### src/shared/chain_spi_pkg.sv
// Shared constants and the checksum function for the daisy-chained switch serial link
package chain_spi_pkg;
  localparam int WORD_BITS = 8;
  localparam int CH_COUNT = 4;
  localparam int CNT_W = 3;
  // Command word field positions
  localparam int SW_MSB = 7;
  localparam int SW_LSB = 4;
  localparam int CK_ODD = 3;
  localparam int CK_EVEN = 2;
  localparam int CK_ALL = 1;
  localparam int CK_ALL_INV = 0;
  // Controller register byte offsets and field bit positions
  localparam logic [7:0] OFF_CTRL = 8'h00;
  localparam logic [7:0] OFF_STATUS = 8'h04;
  localparam logic [7:0] OFF_IRQ_STAT = 8'h08;
  localparam logic [7:0] OFF_IRQ_MASK = 8'h0c;
  localparam logic [7:0] OFF_TX0 = 8'h10;
  localparam logic [7:0] OFF_RX0 = 8'h20;
  localparam int CTRL_START = 0;
  localparam int CTRL_CNT_LSB = 8;
  localparam int CTRL_CNT_W = 3;
  localparam int STAT_BUSY = 0;
  localparam int STAT_ERR = 1;
  localparam int IRQ_DONE = 0;
  localparam int IRQ_ERR = 1;
  // Serial clock half period in hclk cycles: 4 -> 40 ns, a 12.5 MHz link
  localparam int HALF_PERIOD = 4;
  localparam logic [31:0] RESET_WORD = 32'h0000_0000;

  function automatic logic [3:0] checksum(input logic [3:0] sw);
    // sw[3:0] = ch4..ch1
    checksum = {sw[0] ^ sw[2], sw[1] ^ sw[3], ^sw, ~(^sw)};
  endfunction
endpackage

### src/shared/chain_spi_if.sv
// Serial link between the chain controller and the switch shift path
`timescale 1ns/100ps
interface chain_spi_if;
  logic sclk;
  logic cs_n;
  logic mosi;
  logic miso;
  logic miso_oe;

  modport controller (
    output sclk,
    output cs_n,
    output mosi,
    input miso
  );
  modport device (
    input sclk,
    input cs_n,
    input mosi,
    output miso,
    output miso_oe
  );
endinterface

### src/logic/chain_controller.sv
// Controller end: AHB-Lite slave that drives a chain of switch devices
`timescale 1ns/100ps
module chain_controller #(
  parameter int MAX_DEV = 4
) (
  input wire logic hclk,
  input wire logic hresetn,
  input wire logic hsel,
  input wire logic [7:0] haddr,
  input wire logic [1:0] htrans,
  input wire logic hwrite,
  input wire logic [2:0] hsize,
  input wire logic [31:0] hwdata,
  output logic [31:0] hrdata,
  output logic hreadyout,
  output logic hresp,
  output logic irq,
  chain_spi_if.controller link
);
  typedef enum logic [1:0] {
    ST_IDLE = 2'b00,
    ST_LEAD = 2'b01,
    ST_SHIFT = 2'b10,
    ST_TAIL = 2'b11
  } phase_t;

  typedef struct packed {
    logic wr_pend;
    logic [7:0] wr_addr;
    phase_t ph;
    logic [2:0] div;
    logic sclk;
    logic cs_n;
    logic mosi;
    logic [2:0] miso_s;
    logic [2:0] bit_idx;
    logic [2:0] dev_idx;
    logic [2:0] dev_cnt;
    logic [7:0] sh;
    logic [1:0] ist;
    logic [1:0] imask;
    logic [MAX_DEV-1:0][7:0] tx;
    logic [MAX_DEV-1:0][7:0] rx;
  } state_t;

  state_t r, n;
  logic tick;
  logic [31:0] rd;

  always_comb begin
    n = r;
    n.miso_s = {r.miso_s[1:0], link.miso};
    tick = r.div == 3'(chain_spi_pkg::HALF_PERIOD - 1);
    n.div = tick ? 3'h0 : r.div + 3'h1;
    // Register writes take effect in the data phase
    n.wr_pend = hsel && htrans[1] && hwrite;
    if (hsel && htrans[1]) n.wr_addr = haddr;
    if (r.wr_pend) begin
      if (r.wr_addr == chain_spi_pkg::OFF_CTRL && hwdata[chain_spi_pkg::CTRL_START]
          && r.ph == ST_IDLE) begin
        n.dev_cnt = hwdata[chain_spi_pkg::CTRL_CNT_LSB +: chain_spi_pkg::CTRL_CNT_W];
        n.ph = ST_LEAD;
        n.div = 3'h0;
      end
      if (r.wr_addr == chain_spi_pkg::OFF_IRQ_STAT) n.ist = r.ist & ~hwdata[1:0];
      if (r.wr_addr == chain_spi_pkg::OFF_IRQ_MASK) n.imask = hwdata[1:0];
      for (int i = 0; i < MAX_DEV; i++) begin
        if (r.wr_addr == chain_spi_pkg::OFF_TX0 + 8'(4 * i)) n.tx[i] = {hwdata[7:4],
            chain_spi_pkg::checksum(hwdata[7:4])};
      end
    end
    case (r.ph)
      ST_IDLE: begin
        n.cs_n = 1'b1;
        n.sclk = 1'b0;
      end
      ST_LEAD: if (tick) begin
        // Farthest device word goes first
        n.cs_n = 1'b0;
        n.dev_idx = r.dev_cnt - 3'h1;
        n.sh = r.tx[r.dev_cnt - 3'h1];
        n.mosi = r.tx[r.dev_cnt - 3'h1][7];
        n.bit_idx = 3'h0;
        n.ph = (r.dev_cnt == 3'h0) ? ST_TAIL : ST_SHIFT;
      end
      ST_SHIFT: if (tick) begin
        if (!r.sclk) begin
          n.sclk = 1'b1;
        end else begin
          // Sampled late: the far end answers only three cycles after a fall
          n.sclk = 1'b0;
          n.sh = {r.sh[6:0], r.miso_s[2]};
          n.bit_idx = r.bit_idx + 3'h1;
          if (r.bit_idx == 3'h7) begin
            // Word i is sent while device i's diagnostics arrive
            n.rx[r.dev_idx] = {r.sh[6:0], r.miso_s[2]};
            if (r.dev_idx == 3'h0) begin
              n.ph = ST_TAIL;
            end else begin
              n.dev_idx = r.dev_idx - 3'h1;
              n.sh = r.tx[r.dev_idx - 3'h1];
              n.mosi = r.tx[r.dev_idx - 3'h1][7];
            end
          end else begin
            n.mosi = r.sh[6];
          end
        end
      end
      ST_TAIL: if (tick) begin
        n.cs_n = 1'b1;
        n.ph = ST_IDLE;
        n.ist[chain_spi_pkg::IRQ_DONE] = 1'b1;
      end
      default: n.ph = ST_IDLE;
    endcase
  end

  always_ff @(posedge hclk or negedge hresetn) begin
    if (!hresetn) begin
      r <= '0;
      r.cs_n <= 1'b1;
    end else begin
      r <= n;
    end
  end

  always_comb begin
    rd = chain_spi_pkg::RESET_WORD;
    if (r.wr_addr == chain_spi_pkg::OFF_STATUS) rd[0] = r.ph != ST_IDLE;
    if (r.wr_addr == chain_spi_pkg::OFF_IRQ_STAT) rd[1:0] = r.ist;
    if (r.wr_addr == chain_spi_pkg::OFF_IRQ_MASK) rd[1:0] = r.imask;
    for (int i = 0; i < MAX_DEV; i++) begin
      if (r.wr_addr == chain_spi_pkg::OFF_TX0 + 8'(4 * i)) rd[7:0] = r.tx[i];
      if (r.wr_addr == chain_spi_pkg::OFF_RX0 + 8'(4 * i)) rd[7:0] = r.rx[i];
    end
  end

  assign hrdata = rd;
  assign hreadyout = 1'b1;
  assign hresp = 1'b0;
  assign irq = |(r.ist & r.imask);
  assign link.sclk = r.sclk;
  assign link.cs_n = r.cs_n;
  assign link.mosi = r.mosi;
endmodule // chain_controller

### src/flat_wrapper.sv
// flat-port wrapper written by rule: the top's interface ports become plain ports
module chain_controller_flat 
#(
  parameter int MAX_DEV = 4
)
  (hclk, hresetn, hsel, haddr, htrans, hwrite, hsize, hwdata, hrdata, hreadyout, hresp, irq, link_sclk, link_cs_n, link_mosi, link_miso);
  chain_spi_if link_i ();
  input wire logic hclk;
  input wire logic hresetn;
  input wire logic hsel;
  input wire logic [7:0] haddr;
  input wire logic [1:0] htrans;
  input wire logic hwrite;
  input wire logic [2:0] hsize;
  input wire logic [31:0] hwdata;
  output logic [31:0] hrdata;
  output logic hreadyout;
  output logic hresp;
  output logic irq;
  output wire logic [$bits(link_i.sclk)-1:0] link_sclk;
  output wire logic [$bits(link_i.cs_n)-1:0] link_cs_n;
  output wire logic [$bits(link_i.mosi)-1:0] link_mosi;
  input wire logic [$bits(link_i.miso)-1:0] link_miso;
  assign link_sclk = link_i.sclk;
  assign link_cs_n = link_i.cs_n;
  assign link_mosi = link_i.mosi;
  assign link_i.miso = link_miso;
  chain_controller #(.MAX_DEV(MAX_DEV)) u_core (.hclk(hclk), .hresetn(hresetn), .hsel(hsel), .haddr(haddr), .htrans(htrans), .hwrite(hwrite), .hsize(hsize), .hwdata(hwdata), .hrdata(hrdata), .hreadyout(hreadyout), .hresp(hresp), .irq(irq), .link(link_i));
endmodule
### config.mk
export PLATFORM = sky130hd
export DESIGN_NAME = chain_controller_flat
export DESIGN_NICKNAME = d
export VERILOG_FILES = /design/src/shared/chain_spi_pkg.sv /design/src/shared/chain_spi_if.sv /design/src/logic/chain_controller.sv /design/src/flat_wrapper.sv
export SDC_FILE = /design/constraint.sdc
export NUM_CORES = 1
export LEC_CHECK = 0
export BUFFER_PORTS_ARGS = -buffer_cell sky130_fd_sc_hd__buf_2
export CAP_MARGIN = 20
export CORE_MARGIN = 2
export CORE_UTILIZATION = 40
export CTS_CLUSTER_DIAMETER = 200
export DETAILED_ROUTE_END_ITERATION = 16
export PLACE_DENSITY = 0.57
export RECOVER_POWER = 25
export SLEW_MARGIN = 20
export SYNTH_ARGS = -nofsm -noshare
export SYNTH_HDL_FRONTEND = slang
export SYNTH_SLANG_ARGS = --single-unit
### constraint.sdc
create_clock -name hclk -period 3 [get_ports hclk]
set_clock_uncertainty 0.2 [all_clocks]
set_input_delay 0.45 -clock hclk [delete_from_list [all_inputs] [get_ports hclk]]
set_output_delay 0.45 -clock hclk [all_outputs]
set_load 0.01 [all_outputs]
==> impl_results.md <==
- CTS Buffer Depth: 2
- Worst path slowest cell: or4b_4
- Drc violations: 0
- # fillers: ~1,300
- Placed Area: 6280 µm²
- Mean post-synth cell area: 11.0 µm²
- Sequential fraction of the synthesis area: 44.0%
- Synth Area in Compound Gates: 13.5%
- Final ANT Viol Nets: 0
- Reg area: approximately 2600 µm²
- Synthesis-to-finish area growth: 13.7%
- Worst vdd ir: 318 µV
- Design internal power: approximately 0.0025 W
- Area share of the largest cell type after synthesis: about 44%
- Fmax: 341 MHz
- Slew margin rel.: 37.1%
- Biggest area consumer among synthesized cells: dfrtp_1
- Most frequent cell after synthesis: dfrtp_1
- Vias in the first global route: 4,403
- Port Buffers: 34
- Final Critical Period: 2930 ps
- RSZ-0062 raised after global routing: yes
- H-tree depth: 3
- Min-Delay Endpoint: u_core.r[67]
- Fin crit share: between 90% and 100%
- Nets@finish: 657
- Die Span X: 126 µm
- Clock-pin slew on the worst setup and hold paths: ~70 ps
- Sw Share: around a third
- Worst-margin pin slew: 944 ps
- Total congestion overflow: 0
- Worst path max stage delay: around 560 ps
- Initial drt markers: 419
- Core area: 14,500 µm²
- Maximum number of pins on one net before global-route repair: 35
- Clk Latency, worst-skew pair: 360 ps
- Post-synthesis cell area: 5920 µm²
- Area of the multi-input gates: 3050 µm²
- Final Hold Viols: 0
- CP required: roughly 2400 ps
- EDFF count, synth: 0
- Mux cell area share after synthesis: 19.5%
- FF+latch count, synth: ~100
- Worst setup margin: 71.0 ps
- Kind of start point of the critical path: register
- Layout cells sized above 1: a little under a third
- Setup Viol. Count Final: 0
- CTS tree: yes
- Reg2reg start: u_core.r[98]
- Psw: 0.00116 W
- Pwr Density: 540 nW/µm²
- Synth Area in Simple Gates: 12.5%
- Worst reg2reg path depth: 4
- Inserted Diodes: 0
- CP arrival: between 2000 and 2500 ps
- Gate power share: 22.6%
- Critical path peak fanout: 8
- First-pass iteration count of the detailed router: 5
- Hold path start: hwdata[1]
- CTS Buf Count: 9
- Synth Area in XOR/XNOR: 0.592%
- Die Height: 126 µm
- Pins over their slew limit: 0
- Area contributors post-synth: dfrtp_1 44%, mux2_2 11%, mux4_2 6.1%
- Element type at the critical path end: output port
- Async S/R FF share, synth: 100%
- Post-place setup slack: 376 ps
- Crit path kind: reg -> out
- Netlist cell types: 73
- Synthesis Warnings: 0
- Largest family of logic cells by synthesized area: multiplexers
- WHS Path Cells: 2
- Post-route cell area: around 6700 µm²
- Hold crit path type: in -> reg
- WL/cell: 20.6 µm
- Site Rows: 44
- Initial core utilization: 40.9%
- Synth cell count leaders: 103 x dfrtp_1, 58 x mux2_2, 44 x nand2_1, 31 x nor2_1, 29 x a21oi_1
- Die ar.: 15,800 µm²
- Total GRT Usage: roughly 20%
- MaxCap Viol Count: 0
- Detailed Place HPWL: 11.1 mm
- Initial antenna violation count: 1
- Run status: finished, final reports clean
- Register share of total power: between 40% and 50%
- Total number of vias: about 4,500
- Cells after Synth: around 540
- Leakage Power: 3.14 nW
- Clk pwr share: 31.1%
- Drt total wl: about 16 mm
- Reg2reg setup slack: 300 ps
- Worst r2r dst: u_core.r[38]
- Vias per cell: approximately 5.7
- Root Buffer Master: clkbuf_16
- Post-Synth Adder-Cell Area: 2.96%
- Ports: 88
- Top FF cell, synth: dfrtp_1
- Sink Count: 104
- Routability cong.: 0.944
- Worst-path cell chain: or4b_4 -> buf_8 -> nor2_8 -> o2bb2ai_2 -> o21ai_1 -> o221ai_2 -> buf_2
- First-pass GRT wire length: roughly 25 mm
-- state kept, by name (all words and copies together) (netlist names) --
signal and flops:
u_core.link.sclk 1, u_core.n 2, u_core.link.cs_n 1, u_core.r 99, u_core.link.mosi 1
-- layout make-up --
cell class,count,area share [%]
clock inverter,6,0.613
inverter,14,0.780
timing repair buffer,76,7.60
clock buffer,10,3.55
sequential,104,38.7
multi-input combinational,388,45.3
tap,184,3.42
-- how the worst max path moves through the flow --
| stage | slack, ps | startpoint | to | depth (start not counted) |
|---|---|---|---|---|
| after floorplan | 620 | u_core.r[79] | u_core.link.mosi | 8 |
| after global placement | 390 | u_core.r[103] | hrdata[1] | 7 |
| after detailed placement | 380 | u_core.r[98] | u_core.r[38] | 4 |
| after CTS | 20 | u_core.r[103] | hrdata[2] | 6 |
| after global routing | -20 | u_core.r[99] | hrdata[0] | 7 |
| final | 70 | u_core.r[102] | hrdata[1] | 7 |
-- power groups by stage --
stage | logic (W) | clock network [W] | registers [W]
global placement | 0.000756 | 0 | 0.00169
detailed placement | 0.000764 | 0 | 0.00170
global route | 0.000885 | 0.00121 | 0.00170
CTS | 0.000771 | 0.00116 | 0.00167
finish | 0.000823 | 0.00113 | 0.00168
floorplan | 0.000549 | 0 | 0.00164
-- metal layers --
| metal | part of all wire (%) | GRT usage [%] |
|---|---|---|
| met1 | 44 | 28.3 |
| met2 | 45 | 30.9 |
| met3 | 7.8 | 5.61 |
| met4 | 2.6 | 7.19 |
| met5 | 0.043 | 0 |
-- cells by family (layout without fill, tap and decap cells) --
kind of cell,Yosys count,count (layout)
buffers and inverters,69,106
AO/OA/AOI/OAI,119,119
flip-flops,104,104
AND/OR/NAND/NOR,138,139
multiplexers,86,86
adder cells (fa/ha/maj),14,14
XOR/XNOR,4,4
other,2,26
-- metrics by stage --
stage	hold slack (ps)	utilization, %	cells	total power (W)	setup TNS [ps]
global placement	136	43.4	751	0.00244	0
global route	88.4	46.5	782	0.00379	-29.2
detailed placement	135	43.4	751	0.00246	0
CTS	76.6	45.5	769	0.00360	0
finish	84.7	46.5	782	0.00363	0
floorplan	-45.6	-	560	0.00219	0
-- repair_timing --
| item | CTS | global route |
|---|---|---|
| endpoints found under the setup margin | 1 | 6 |
| cloned | 0 | 2 |
| resized for setup | 1 | 18 |
| hold buffers | 2 | 0 |
| setup buffers | 0 | 11 |
| pin swaps | 0 | 5 |
| hold endpoints to repair | 32 | 0 |
-- worst max-delay path: cells and delay by family (launching register included) --
| family | cells | cell delay (ps) |
|---|---|---|
| compound gates | 3 | 450 |
| buf+inv | 2 | 350 |
| flops | 1 | 450 |
| simple gates | 2 | 670 |
-- placed cells by master, fill, tap and decap left out, types with 4 or more instances in the layout --
cell and instances:
dfrtp_1 99, mux2_2 58, nand2_1 44, buf_4 36, buf_2 34, nor2_1 30
a21oi_1 29, conb_1 26, o21ai_0 21, nand3_1 16, mux4_2 16, a21o_1 15
inv_1 14, ha_1 14, nand2b_1 10, a22oi_1 9, clkbuf_16 9, o22ai_1 7
a311oi_1 7, o21ai_1 6, mux2i_1 6, and3_1 5, dfrtp_2 4
Note: power is estimated with default switching activity, not from simulation.
